<file path="src/rtl/cnf_pkg.sv">
// Purpose: Shared constants for the configurable native FIFO and its register port
// Assumes: One clock, synchronous active-high reset, plain register port with 32-bit data
// Notes: Notes on behaviour follow, one line per option
// Notes on behaviour
// - Overflow, underflow, valid and write-ack each have a polarity bit; 1 means active-low.
// - Read latency 0 is fall-through, 1 standard, 2 standard with output register.
// - Preload stage select is 0 only for plain standard read, else 1.
// - Programmable empty: none, constant, constant pair, register input, register pair.
// - Programmable full uses the same five-way threshold mode encoding.
// - Write and read depths are each configurable from 16 to 131072 entries.
// - Write and read occupancy count buses are each 1 to 18 bits wide.
// - With output reset enabled, read data takes its reset value; else unchanged.
// - Output register option 1 adds a stage after memory; 2 selects soft correction (here a parity check only, with no repair).
// - Fall-through count option 1 counts the held output word; 2 adds a register.
// - Correction pipeline option 1 adds one register stage on the read path.
// - Correction option 0 means none, 1 means check bits stored with each word.
// - Safety option 1 holds off reads and writes around reset entry and exit.
// - Power gating option 1 disables storage access while the buffer is idle.
// - Full flags show a configurable value of 0 or 1 during reset.
// - Reset synchroniser option 1 passes reset through two flops; 0 uses it directly.
package cnf_pkg;
  localparam int LAT_FALL_THROUGH = 0;
  localparam int LAT_STD = 1;
  localparam int LAT_STD_REG = 2;
  localparam int THR_NONE = 0;
  localparam int THR_CONST = 1;
  localparam int THR_CONST_PAIR = 2;
  localparam int THR_INPUT = 3;
  localparam int THR_INPUT_PAIR = 4;
  localparam int REG_ADDR_W = 4;
  localparam int REG_DATA_W = 32;
  localparam int THR_W = 18;
  localparam logic [3:0] ADDR_STATUS = 4'h0;
  localparam logic [3:0] ADDR_MASK = 4'h1;
  localparam logic [3:0] ADDR_PE_ASSERT = 4'h2;
  localparam logic [3:0] ADDR_PE_NEGATE = 4'h3;
  localparam logic [3:0] ADDR_PF_ASSERT = 4'h4;
  localparam logic [3:0] ADDR_PF_NEGATE = 4'h5;
  localparam logic [3:0] ADDR_LEVEL = 4'h6;
  localparam int EVT_W = 5;
  localparam int EVT_OVERFLOW = 0;
  localparam int EVT_UNDERFLOW = 1;
  localparam int EVT_CHECK_ERR = 2;
  localparam int EVT_PF_RISE = 3;
  localparam int EVT_PE_RISE = 4;
  localparam logic [EVT_W-1:0] STATUS_RST = 5'h00;
  localparam logic [EVT_W-1:0] MASK_RST = 5'h00;
  localparam logic [THR_W-1:0] THR_RST = 18'h00000;
  localparam int LEVEL_FLAG_LSB = 24;
  localparam int SAFETY_CNT_W = 4;
  localparam logic [SAFETY_CNT_W-1:0] SAFETY_CYCLES = 4'h8;
endpackage

</file>
<file path="src/rtl/cnf_fifo.sv">
// Purpose: Common-clock native FIFO with build-time read modes, flags and register port
// Assumes: WR_DEPTH equals RD_DEPTH and is a power of two; count widths at most log2(depth)+1
// Notes: All outputs are registered; flags use next-state values so they track the edge
//
// The plain strobed port and the address map are this design's own decisions.
`timescale 1ns/1ns
module cnf_fifo
  import cnf_pkg::*;
#(
  parameter int DATA_W = 8,
  parameter int WR_DEPTH = 16,
  parameter int RD_DEPTH = 16,
  parameter int WR_CNT_W = 5,
  parameter int RD_CNT_W = 5,
  parameter int READ_LATENCY = 1,
  parameter int PE_TYPE = 0,
  parameter int PE_ASSERT_VAL = 2,
  parameter int PE_NEGATE_VAL = 3,
  parameter int PF_TYPE = 0,
  parameter int PF_ASSERT_VAL = 14,
  parameter int PF_NEGATE_VAL = 13,
  parameter bit OVERFLOW_LOW = 1'h0,
  parameter bit UNDERFLOW_LOW = 1'h0,
  parameter bit VALID_LOW = 1'h0,
  parameter bit WR_ACK_LOW = 1'h0,
  parameter bit USE_DOUT_RST = 1'h1,
  parameter logic [DATA_W-1:0] DOUT_RST_VAL = '0,
  parameter int OUT_REG_OPT = 0,
  parameter int FT_COUNT_OPT = 0,
  parameter bit ECC_PIPE = 1'h0,
  parameter bit ECC_OPT = 1'h0,
  parameter bit RESET_SAFETY = 1'h0,
  parameter bit POWER_GATING = 1'h0,
  parameter bit FULL_RST_VAL = 1'h0,
  parameter bit RESET_SYNC = 1'h0
)
(
  input wire logic clk,
  input wire logic rst,
  input wire logic wr_en,
  input wire logic [DATA_W-1:0] din,
  input wire logic rd_en,
  output logic [DATA_W-1:0] dout,
  output logic full,
  output logic empty,
  output logic prog_full,
  output logic prog_empty,
  output logic overflow,
  output logic underflow,
  output logic valid,
  output logic wr_ack,
  output logic [WR_CNT_W-1:0] wr_data_count,
  output logic [RD_CNT_W-1:0] rd_data_count,
  output logic rst_busy,
  output logic power_idle,
  input wire logic [REG_ADDR_W-1:0] reg_addr,
  input wire logic [REG_DATA_W-1:0] reg_wdata,
  input wire logic reg_wr,
  input wire logic reg_rd,
  output logic [REG_DATA_W-1:0] reg_rdata,
  output logic irq
);
  localparam int PW = $clog2(WR_DEPTH);
  localparam int RPW = $clog2(RD_DEPTH);
  localparam int CW = PW + 1;
  localparam bit FALL = (READ_LATENCY == LAT_FALL_THROUGH);
  localparam bit PRELOAD_STAGE_SEL = (READ_LATENCY != LAT_STD);
  localparam bit CHECK_ON = ECC_OPT || (OUT_REG_OPT == 2);
  localparam int OUT_STAGE = ((PRELOAD_STAGE_SEL && !FALL) || OUT_REG_OPT == 1
                              || FT_COUNT_OPT == 2) ? 1 : 0;
  localparam int PIPE_STAGE = (ECC_PIPE && CHECK_ON) ? 1 : 0;
  localparam int EXTRA = OUT_STAGE + PIPE_STAGE;
  localparam int LAST = (EXTRA == 0) ? 0 : EXTRA - 1;
  localparam int PVW = EXTRA + 1;

  // Scales a full count down to a narrower bus by dropping low bits
  function automatic logic [THR_W-1:0] cnt_slice(input logic [CW-1:0] c, input int w);
    cnt_slice = (w >= CW) ? THR_W'(c) : THR_W'(c >> (CW - w));
  endfunction

  // Hysteresis: hit sets the flag, release clears it, otherwise it holds
  function automatic logic thr_flag(input logic cur, input logic hit, input logic release_c);
    thr_flag = hit ? 1'b1 : (release_c ? 1'b0 : cur);
  endfunction

  logic rst_s1;
  logic rst_s2;
  logic irst;
  logic [SAFETY_CNT_W-1:0] safe_cnt;
  logic [SAFETY_CNT_W-1:0] next_safe;
  logic [PW-1:0] wptr;
  logic [RPW-1:0] rptr;
  logic [CW-1:0] mcnt;
  logic [CW-1:0] next_mcnt;
  logic [CW-1:0] next_rcnt;
  logic hold;
  logic next_hold;
  logic mem_empty;
  logic mem_full;
  logic wr_ok;
  logic rd_take;
  logic ov_evt;
  logic un_evt;
  logic mem_en;
  logic [DATA_W-1:0] mem_q;
  logic mem_err;
  logic [DATA_W-1:0] pd [EXTRA+1];
  logic [EXTRA:0] pv;
  logic [DATA_W-1:0] src_d;
  logic src_v;
  logic dout_load;
  logic [DATA_W-1:0] dout_src;
  logic next_valid;
  logic next_empty;
  logic [EVT_W-1:0] status;
  logic [EVT_W-1:0] mask;
  logic [EVT_W-1:0] evt;
  logic [EVT_W-1:0] w1c;
  logic [EVT_W-1:0] next_status;
  logic [THR_W-1:0] pe_assert_reg;
  logic [THR_W-1:0] pe_negate_reg;
  logic [THR_W-1:0] pf_assert_reg;
  logic [THR_W-1:0] pf_negate_reg;
  logic [THR_W-1:0] pe_a;
  logic [THR_W-1:0] pe_n;
  logic [THR_W-1:0] pf_a;
  logic [THR_W-1:0] pf_n;
  logic [THR_W-1:0] wcnt18;
  logic [THR_W-1:0] rcnt18;
  logic next_pe;
  logic next_pf;
  logic [REG_DATA_W-1:0] level_word;
  logic [REG_DATA_W-1:0] rd_sel;

  // Reset path; the first stage feeds only the second
  always_ff @(posedge clk)
  begin
    rst_s1 <= rst;
    rst_s2 <= rst_s1;
  end
  assign irst = RESET_SYNC ? rst_s2 : rst;

  // Hold-off window keeps accesses out while storage settles after reset
  assign next_safe = (safe_cnt == '0) ? '0 : safe_cnt - 4'h1;
  always_ff @(posedge clk)
  begin
    if (irst)
    begin
      safe_cnt <= SAFETY_CYCLES;
      rst_busy <= RESET_SAFETY;
    end
    else
    begin
      safe_cnt <= next_safe;
      rst_busy <= RESET_SAFETY && (next_safe != '0);
    end
  end

  assign mem_empty = (mcnt == '0);
  assign mem_full = (mcnt == CW'(WR_DEPTH));
  assign wr_ok = wr_en && !mem_full && !rst_busy;
  assign rd_take = FALL ? (!mem_empty && (!hold || rd_en) && !rst_busy)
                        : (rd_en && !mem_empty && !rst_busy);
  assign ov_evt = wr_en && mem_full;
  assign un_evt = rd_en && (FALL ? !hold : mem_empty);
  assign next_mcnt = mcnt + CW'(wr_ok) - CW'(rd_take);
  assign next_hold = FALL && (rd_take || (hold && !rd_en));
  assign next_rcnt = (FALL && FT_COUNT_OPT == 1) ? next_mcnt + CW'(next_hold)
                                                 : next_mcnt;
  // Gating only lets the array see a cycle with real traffic
  assign mem_en = !POWER_GATING || wr_ok || rd_take;

  always_ff @(posedge clk)
  begin
    if (irst)
    begin
      wptr <= '0;
      rptr <= '0;
      mcnt <= '0;
      hold <= 1'b0;
    end
    else
    begin
      if (wr_ok)
        wptr <= wptr + PW'(1);
      if (rd_take)
        rptr <= rptr + RPW'(1);
      mcnt <= next_mcnt;
      hold <= next_hold;
    end
  end

  cnf_mem #(
    .DATA_W(DATA_W),
    .DEPTH(WR_DEPTH),
    .AW(PW),
    .CHECK(CHECK_ON)
  ) u_mem (
    .clk(clk),
    .en(mem_en),
    .we(wr_ok),
    .waddr(wptr),
    .wdata(din),
    .raddr(PW'(rptr)),
    .rdata(mem_q),
    .rerr(mem_err)
  );

  // Read pipeline for standard mode: output and check stages in series
  always_ff @(posedge clk)
  begin
    if (irst)
      pv <= '0;
    else
      pv <= PVW'({pv, rd_take});
    if (rd_take)
      pd[0] <= mem_q;
    for (int i = 1; i <= EXTRA; i++)
    begin
      if (pv[i-1])
        pd[i] <= pd[i-1];
    end
  end

  assign src_d = (EXTRA == 0) ? mem_q : pd[LAST];
  assign src_v = (EXTRA == 0) ? rd_take : pv[LAST];
  assign dout_load = FALL ? rd_take : src_v;
  assign dout_src = FALL ? mem_q : src_d;
  assign next_valid = FALL ? next_hold : src_v;
  assign next_empty = FALL ? !next_hold : (next_mcnt == '0);

  // The array has no reset, so only the output register can honour a reset value
  always_ff @(posedge clk)
  begin
    if (irst)
    begin
      if (USE_DOUT_RST)
        dout <= DOUT_RST_VAL;
    end
    else if (dout_load)
      dout <= dout_src;
  end

  // Threshold sources
  assign pe_a = (PE_TYPE >= THR_INPUT) ? pe_assert_reg : THR_W'(PE_ASSERT_VAL);
  assign pe_n = (PE_TYPE == THR_CONST) ? THR_W'(PE_ASSERT_VAL)
              : (PE_TYPE == THR_CONST_PAIR) ? THR_W'(PE_NEGATE_VAL)
              : (PE_TYPE == THR_INPUT) ? pe_assert_reg : pe_negate_reg;
  assign pf_a = (PF_TYPE >= THR_INPUT) ? pf_assert_reg : THR_W'(PF_ASSERT_VAL);
  assign pf_n = (PF_TYPE == THR_CONST) ? THR_W'(PF_ASSERT_VAL)
              : (PF_TYPE == THR_CONST_PAIR) ? THR_W'(PF_NEGATE_VAL)
              : (PF_TYPE == THR_INPUT) ? pf_assert_reg : pf_negate_reg;
  assign wcnt18 = THR_W'(next_mcnt);
  assign rcnt18 = THR_W'(next_rcnt);
  assign next_pe = (PE_TYPE != THR_NONE)
                   && thr_flag(prog_empty, rcnt18 <= pe_a, rcnt18 > pe_n);
  assign next_pf = (PF_TYPE != THR_NONE)
                   && thr_flag(prog_full, wcnt18 >= pf_a, wcnt18 < pf_n);

  always_ff @(posedge clk)
  begin
    if (irst)
    begin
      full <= FULL_RST_VAL;
      prog_full <= FULL_RST_VAL && (PF_TYPE != THR_NONE);
      empty <= 1'b1;
      prog_empty <= (PE_TYPE != THR_NONE);
      overflow <= OVERFLOW_LOW;
      underflow <= UNDERFLOW_LOW;
      valid <= VALID_LOW;
      wr_ack <= WR_ACK_LOW;
      wr_data_count <= '0;
      rd_data_count <= '0;
      power_idle <= 1'b0;
    end
    else
    begin
      full <= (next_mcnt == CW'(WR_DEPTH));
      prog_full <= next_pf;
      empty <= next_empty;
      prog_empty <= next_pe;
      overflow <= ov_evt ^ OVERFLOW_LOW;
      underflow <= un_evt ^ UNDERFLOW_LOW;
      valid <= next_valid ^ VALID_LOW;
      wr_ack <= wr_ok ^ WR_ACK_LOW;
      wr_data_count <= WR_CNT_W'(cnt_slice(next_mcnt, WR_CNT_W));
      rd_data_count <= RD_CNT_W'(cnt_slice(next_rcnt, RD_CNT_W));
      power_idle <= POWER_GATING && !wr_en && !rd_en;
    end
  end

  // Events and register port
  always_comb
  begin
    evt = '0;
    evt[EVT_OVERFLOW] = ov_evt;
    evt[EVT_UNDERFLOW] = un_evt;
    evt[EVT_CHECK_ERR] = mem_err && rd_take;
    evt[EVT_PF_RISE] = next_pf && !prog_full;
    evt[EVT_PE_RISE] = next_pe && !prog_empty;
  end

  // A set in the clearing cycle wins over the clear
  assign w1c = (reg_wr && reg_addr == ADDR_STATUS) ? reg_wdata[EVT_W-1:0] : '0;
  assign next_status = (status & ~w1c) | evt;
  assign level_word = REG_DATA_W'(rcnt18)
                    | (REG_DATA_W'({prog_empty, prog_full, empty, full}) << LEVEL_FLAG_LSB);
  assign rd_sel = (reg_addr == ADDR_STATUS) ? REG_DATA_W'(status)
                : (reg_addr == ADDR_MASK) ? REG_DATA_W'(mask)
                : (reg_addr == ADDR_PE_ASSERT) ? REG_DATA_W'(pe_assert_reg)
                : (reg_addr == ADDR_PE_NEGATE) ? REG_DATA_W'(pe_negate_reg)
                : (reg_addr == ADDR_PF_ASSERT) ? REG_DATA_W'(pf_assert_reg)
                : (reg_addr == ADDR_PF_NEGATE) ? REG_DATA_W'(pf_negate_reg)
                : (reg_addr == ADDR_LEVEL) ? level_word
                : '0;

  always_ff @(posedge clk)
  begin
    if (irst)
    begin
      status <= STATUS_RST;
      mask <= MASK_RST;
      pe_assert_reg <= THR_RST;
      pe_negate_reg <= THR_RST;
      pf_assert_reg <= THR_RST;
      pf_negate_reg <= THR_RST;
      reg_rdata <= '0;
      irq <= 1'b0;
    end
    else
    begin
      status <= next_status;
      if (reg_wr && reg_addr == ADDR_MASK)
        mask <= reg_wdata[EVT_W-1:0];
      if (reg_wr && reg_addr == ADDR_PE_ASSERT)
        pe_assert_reg <= reg_wdata[THR_W-1:0];
      if (reg_wr && reg_addr == ADDR_PE_NEGATE)
        pe_negate_reg <= reg_wdata[THR_W-1:0];
      if (reg_wr && reg_addr == ADDR_PF_ASSERT)
        pf_assert_reg <= reg_wdata[THR_W-1:0];
      if (reg_wr && reg_addr == ADDR_PF_NEGATE)
        pf_negate_reg <= reg_wdata[THR_W-1:0];
      reg_rdata <= reg_rd ? rd_sel : '0;
      irq <= |(next_status & mask);
    end
  end
endmodule

</file>
<file path="src/rtl/cnf_mem.sv">
// Purpose: Storage array with optional parity check bit per word
// Assumes: Synchronous write, asynchronous read, one clock
// Notes: Parity detects single-bit upsets only; it does not repair them
`timescale 1ns/1ns
module cnf_mem
#(
  parameter int DATA_W = 8,
  parameter int DEPTH = 16,
  parameter int AW = 4,
  parameter bit CHECK = 1'h0
)
(
  input wire logic clk,
  input wire logic en,
  input wire logic we,
  input wire logic [AW-1:0] waddr,
  input wire logic [DATA_W-1:0] wdata,
  input wire logic [AW-1:0] raddr,
  output logic [DATA_W-1:0] rdata,
  output logic rerr
);
  logic [DATA_W-1:0] mem [DEPTH];
  logic par [DEPTH];
  logic rpar;

  always_ff @(posedge clk)
  begin
    if (en && we)
    begin
      mem[waddr] <= wdata;
      par[waddr] <= ^wdata;
    end
  end

  assign rdata = mem[raddr];
  assign rpar = par[raddr];
  assign rerr = CHECK && en && (rpar != ^rdata);
endmodule

</file>
<file path="config.mk">
export PLATFORM = sky130hd
export DESIGN_NAME = cnf_fifo
export DESIGN_NICKNAME = d
export VERILOG_FILES = /design/src/rtl/cnf_pkg.sv /design/src/rtl/cnf_fifo.sv /design/src/rtl/cnf_mem.sv
export SDC_FILE = /design/constraint.sdc
export NUM_CORES = 1
export LEC_CHECK = 0
export ABC_AREA = 1
export BUFFER_PORTS_ARGS = -buffer_cell sky130_fd_sc_hd__buf_2
export CAP_MARGIN = 20
export CELL_PAD_IN_SITES_DETAIL_PLACEMENT = 1
export CELL_PAD_IN_SITES_GLOBAL_PLACEMENT = 2
export CORE_ASPECT_RATIO = 0.5
export CORE_MARGIN = 2
export CORE_UTILIZATION = 39
export DETAILED_ROUTE_END_ITERATION = 12
export HOLD_SLACK_MARGIN = 0.15
export PLACE_DENSITY = 0.87
export SYNTH_ARGS = -nofsm -noshare
export SYNTH_HDL_FRONTEND = slang
export SYNTH_HIERARCHICAL = 1
export SYNTH_SLANG_ARGS = --single-unit
</file>
<file path="constraint.sdc">
create_clock -name clk -period 6.6 [get_ports clk]
set_input_delay 0.66 -clock clk [delete_from_list [all_inputs] [get_ports clk]]
set_output_delay 0.66 -clock clk [all_outputs]
set_load 0.02 [all_outputs]
</file>
* Word-level counts from Yosys, hierarchy flattened
Memory sizes are Yosys's and may differ from the RTL's. A register that Yosys moved wholly into a read port is not among the register bits.
Cells that the tools add are included.
** Operators by class
- Add/sub/neg operators :: 4
- Equality and inequality tests :: 8
- Muxes and demuxes :: 10
- Bitwise gates (word level) :: 7
- Reductions and logical operators :: 19
** Operators by type and width (count)
- two-way mux 18 bit :: 5
- bitwise OR 5 x 26 -> 26 bit :: 1
- two-way mux 5 bit :: 3
- equality test 4 x 3 -> 1 bit (second input constant) :: 3
- AND 5 bit :: 2
- equality test 5 bit (second input constant) :: 2
- logical AND 1 bit :: 10
- zero test 5 bit :: 2
- OR reduction 9 bit :: 1
- adder 4 x 1 -> 4 bit (second input constant) :: 2
- equality test 4 x 2 -> 1 bit (second input constant) :: 2
- adder 5 x 1 -> 5 bit :: 1
- inverter 5 bit :: 1
- bitwise OR 5 x 2 -> 5 bit :: 1
- OR reduction 5 bit :: 1
- subtractor 5 x 1 -> 5 bit :: 1
- equality test 4 x 1 -> 1 bit (second input constant) :: 1
- zero test 4 bit :: 1
- OR reduction 4 bit :: 1
- zero test 1 bit :: 2
- two-way mux 1 bit :: 2
- inverter 1 bit :: 2
- OR reduction 2 bit :: 1
** Storage, ports and cells
- Register bits after elaboration :: 128
- RAM bits :: 128
- Input port bits :: 50
- Logic and storage cells :: 68
- Memories :: 1
** Memory list
- u_mem.mem :: depth 16, width 8, rd ports 1, clocked after Yosys merged registers in 1, write ports 1, RTL line cnf_mem.sv:22 : logic [DATA_W-1:0] mem [DEPTH];

* Longest topological paths before layout
- Word-level depth :: 13
- Depth in mapped cells :: 20
- Mapped depth without buffers :: 20

* Modules after synthesis
Netlist, hierarchy kept.
** Modules (own cells, without submodules)
- cnf_mem :: times used 1, cells an instance 548, area each 5629.1 um2, seq. area each 3843.7 um2
- cnf_fifo :: times used 1, cells an instance 712, area each 5454.0 um2, seq. area each 2602.5 um2

* Worst setup path after synthesis
No wires, ideal clock.
- Path type :: register to register
- From :: reg, netlist name rd_data_count[2]
- To :: reg reg_rdata[2]
- Arrival time :: 2.411 ns
- Slack :: 4.069 ns
- Cell stages (with the launch flop) :: 18
- Path buffers :: 0
- Clock period less this slack :: 2.531 ns
- Cells stage by stage :: dfxtp_1 -> inv_1 -> ha_1 -> nand4_1 -> nand2_1 -> nor2_1 -> inv_1 -> nand2_1 -> ha_1 -> inv_1 -> fa_1 -> inv_1 -> nand2_1 -> and2_1 -> nand2_1 -> nand4_1 -> a21oi_1 -> a21oi_1
** RTL lines
- end signal, assigned :: RTL line cnf_fifo.sv:343 : reg_rdata <= reg_rd ? rd_sel : '0;
- end, declared :: RTL line cnf_fifo.sv:60 : output logic [REG_DATA_W-1:0] reg_rdata,

==> results list <==
* IR Drop Worst-Case VDD: 0.143 mV
* CTS H-Tree Depth: 1
- The most used flip-flop cell after synthesis is dfxtp_1.
* Yosys warning count: 6
* Wire length after detailed routing: 30,000 um
- In this run the vertical extent of the chip is 123 um.
- Sequential-to-total area share from yosys stat: 58.2%
- CP max FO: 15
* Most frequent cells in the layout: nand2_1, inv_1, nand3_1
* Via count of the first global-routing pass: 8,864
- The completed layout was analyzed and its total power is 4.04 mW.
* Clock Tree Root: clkbuf_16
- Remaining routing DRC violations: 0
- Detailed routing inserted a total of 8,586 vias.
* # resized after CTS: 0
- Entering global routing, the biggest net connects 68 pins.
* Number of distinct standard cells referenced by the synthesized netlist: 33
- The initial utilization of the core area, before any placement, comes to 39.8%.
- EDFF count, synth: 128
* Number of iterations in the first detailed-routing pass: 7
* Simple-gate portion of the synthesized area: 20.8%
- #FFs+latches synth: 258
* Final total negative setup slack: 0 ns
- Setup slack after layout: 3.44 ns
- Width of the die: 242 um
* Critical Path End Type: flop
- In the post-synthesis netlist, the biggest area contributors are edfxtp_1, dfxtp_1, nand2_1, nand3_1, inv_1.
- Worst-Skew Late Latency: 0.53 ns
- TritonCTS built the clock tree.
* Minimum setup slack among reg-to-reg paths: 3.44 ns
- In this run the cell area of the synthesized design comes to 0.0111 mm^2.
- The die covers 0.0299 mm^2.
* Avg WL per Cell: 17.6 um
- Setup violations remaining at the end of the flow were counted as 0.
- For the final database, setup skew stands at 0.00788 ns.
- Across the run, the number of max-cap violations was 0.
* Period Utilization, post-route: 47.9%
* Post-synthesis compound-gate area fraction: 8.72%
* Routability cong.: 0.764
- The run finished with clean final reports.
- After the first detailed-routing iteration, the DRC count stood at 415.
* Total grt overflow: 0
- The count of nets left with antenna violations once routing finished came out at 0.
- Registers with the most flip-flops: u_mem/mem: 128 flops, reg_rdata: 20 flops
- TritonCTS created 24 clock buffers.
- Measured against its own limit, the worst slew margin works out to 36.9%.
* Async set-or-reset flop fraction in the synthesized netlist: 0%
- The library cell used most frequently in the layout, excluding fill and tap cells, is nand2_1.
- The number of endpoints with negative hold slack in the final report came to 0.
- Core Util, Final: 44.3%
- Number of buffers inserted for hold repair after clock tree synthesis: 0
* Critical path startpoint category: flop
- Biggest area consumer among synthesized cells: edfxtp_1
- After synthesis, the largest family of logic cells by area is simple AND/OR/NAND/NOR gates.
* Number of filler instances in the final layout: 3,276
- Setup WS pre-CTS: 3.44 ns
* Antenna violations before repair: 0
- Counting I/O delays and the setup requirement, the final critical path takes 3.16 ns.
- At the worst endpoint, the required time is 7.01 ns.
* Worst setup path category: flop to flop
* Register with the highest flop count: u_mem/mem
- Reg clk slew, reported paths: 0.07 ns
- Final net count: 1,365
- Share of post-route cells with drive strength above 1: 10.4%
* First-pass GRT wire length: 47,000 um
* HPWL reported at the end of detailed placement: 18,700 um
- Max frequency: 316 MHz
* Clock net sink count: 258
- Counting along the longest clock path gives a buffer depth of 3.
- Mean instance size in the synthesized netlist: 8.80 um^2
* Setup repair after global routing missed its margin: false
* Post-synthesis share of cell area spent on xor and xnor gates: 0.158%
- At the pin with the least slew margin, the transition time is 0.944 ns.
- Buffers added to address setup during post-CTS repair amount to 0.
* Max-slew violation total from the final report: 0
* Antenna diode count: 0
* Routed via count divided by cell count: 5.03
- Flip-flop count of the largest register after layout: 128
- Cell count after synthesis: 1,260
- The tightest min-delay check is of the primary input to flop type.
- PortBufs: 80
- Leakage: 5.02 nW
- STA puts the critical path data arrival time at 3.57 ns.
- Power density of the placed cells: 328 mW/mm^2
- Multiplexer cells account for 0% of the synthesized area.
* Global routing usage summed across all routing layers: 20.0%
* IO Pins: 111
- Number of rows in the core area: 43
- Area share of fa/ha/maj cells after synthesis: 0.971%
* Synth top area share: 34.7%
- Floorplan Core Area: 0.0278 mm^2
- Relative to the synthesized area, the layout overhead comes to 11.1%.
## critical path, cell delays in order, from the launching register on
cell and delay [ns]:
dfxtp_1 0.38, inv_1 0.09, ha_1 0.22, nand4_1 0.17
nand2_1 0.36, nor2_1 0.32, inv_1 0.10, nand2_1 0.08
ha_1 0.16, inv_1 0.05, fa_1 0.37, inv_1 0.06
nand2_1 0.06, and2_1 0.17, nand2_1 0.09, nand4_1 0.09
a21oi_1 0.16, a21oi_1 0.10
## final cells by class
cell class,instances,area [um^2],area share [%]
Sequential cell,258,6450,52.4
Multi-Input combinational cell,751,3460,28.1
Clock buffer,36,697,5.66
Inverter,184,692,5.62
Tap cell,382,478,3.88
Timing Repair Buffer,88,473,3.84
Clock inverter,8,61.3,0.498
## synthesized netlist by cell type, types with 3 or more instances
cell and number:
conb_1 3, nand4_1 8, nand3_1 155, buf_4 31, o21ai_0 63, nor2_1 69
buf_1 5, nand2_1 282, buf_6 12, edfxtp_1 128, dfxtp_1 130, inv_1 179
nand2_2 3, a21oi_1 110, nor2_4 4, o22ai_1 14, inv_2 3, nor3_1 4
buf_2 19, clkbuf_1 15, ha_1 7
## path summary, 6_finish.rpt
| kind | startpoint | to | depth (start not counted) |
|---|---|---|---|
| setup reg to reg | rd_data_count[2]$_SDFF_PP0_ | reg_rdata[2]$_SDFF_PP0_ | 17 |
| setup / recovery | rd_data_count[2]$_SDFF_PP0_ | reg_rdata[2]$_SDFF_PP0_ | 17 |
| hold / removal | rd_en | underflow$_SDFF_PP0_ | 3 |
| hold reg to reg | pf_n[0]$_SDFFE_PP0P_ | pf_n[0]$_SDFFE_PP0P_ | 2 |
## layer usage
layer  vias to the layer above  GRT usage, %  wire, um
met5                         -             0         0
met4                         0          4.90       541
met3                        36          3.04      1010
met2                       137          36.1     14900
met1                      4263          25.5     13500
li1                       4150             -         -
## logic make-up (layout without fill, tap and decap cells)
group,Yosys count,in the layout
AND/OR/NAND/NOR,534,534
buffers and inverters,266,316
flip-flops,258,258
AO/OA/AOI/OAI,189,189
adder cells (fa/ha/maj),8,8
other,3,18
XOR/XNOR,2,2
## stage by stage
step                std cells  hold slack, ns  cell area [um^2]
finish                   1707           0.407             12300
global route             1707           0.401             12300
CTS                      1706           0.389             12300
detailed placement       1662           0.442             11500
global placement         1662           0.433             11500
floorplan                1275           0.424             11100
## power breakdown
group | leakage [nW] | internal, mW | switching, mW
sequential | 2.21 | 1.75 | 0.0417
combinational | 2.44 | 0.241 | 0.644
clock | 0.374 | 0.768 | 0.595
No activity file was read; power rests on OpenSTA's default activity.
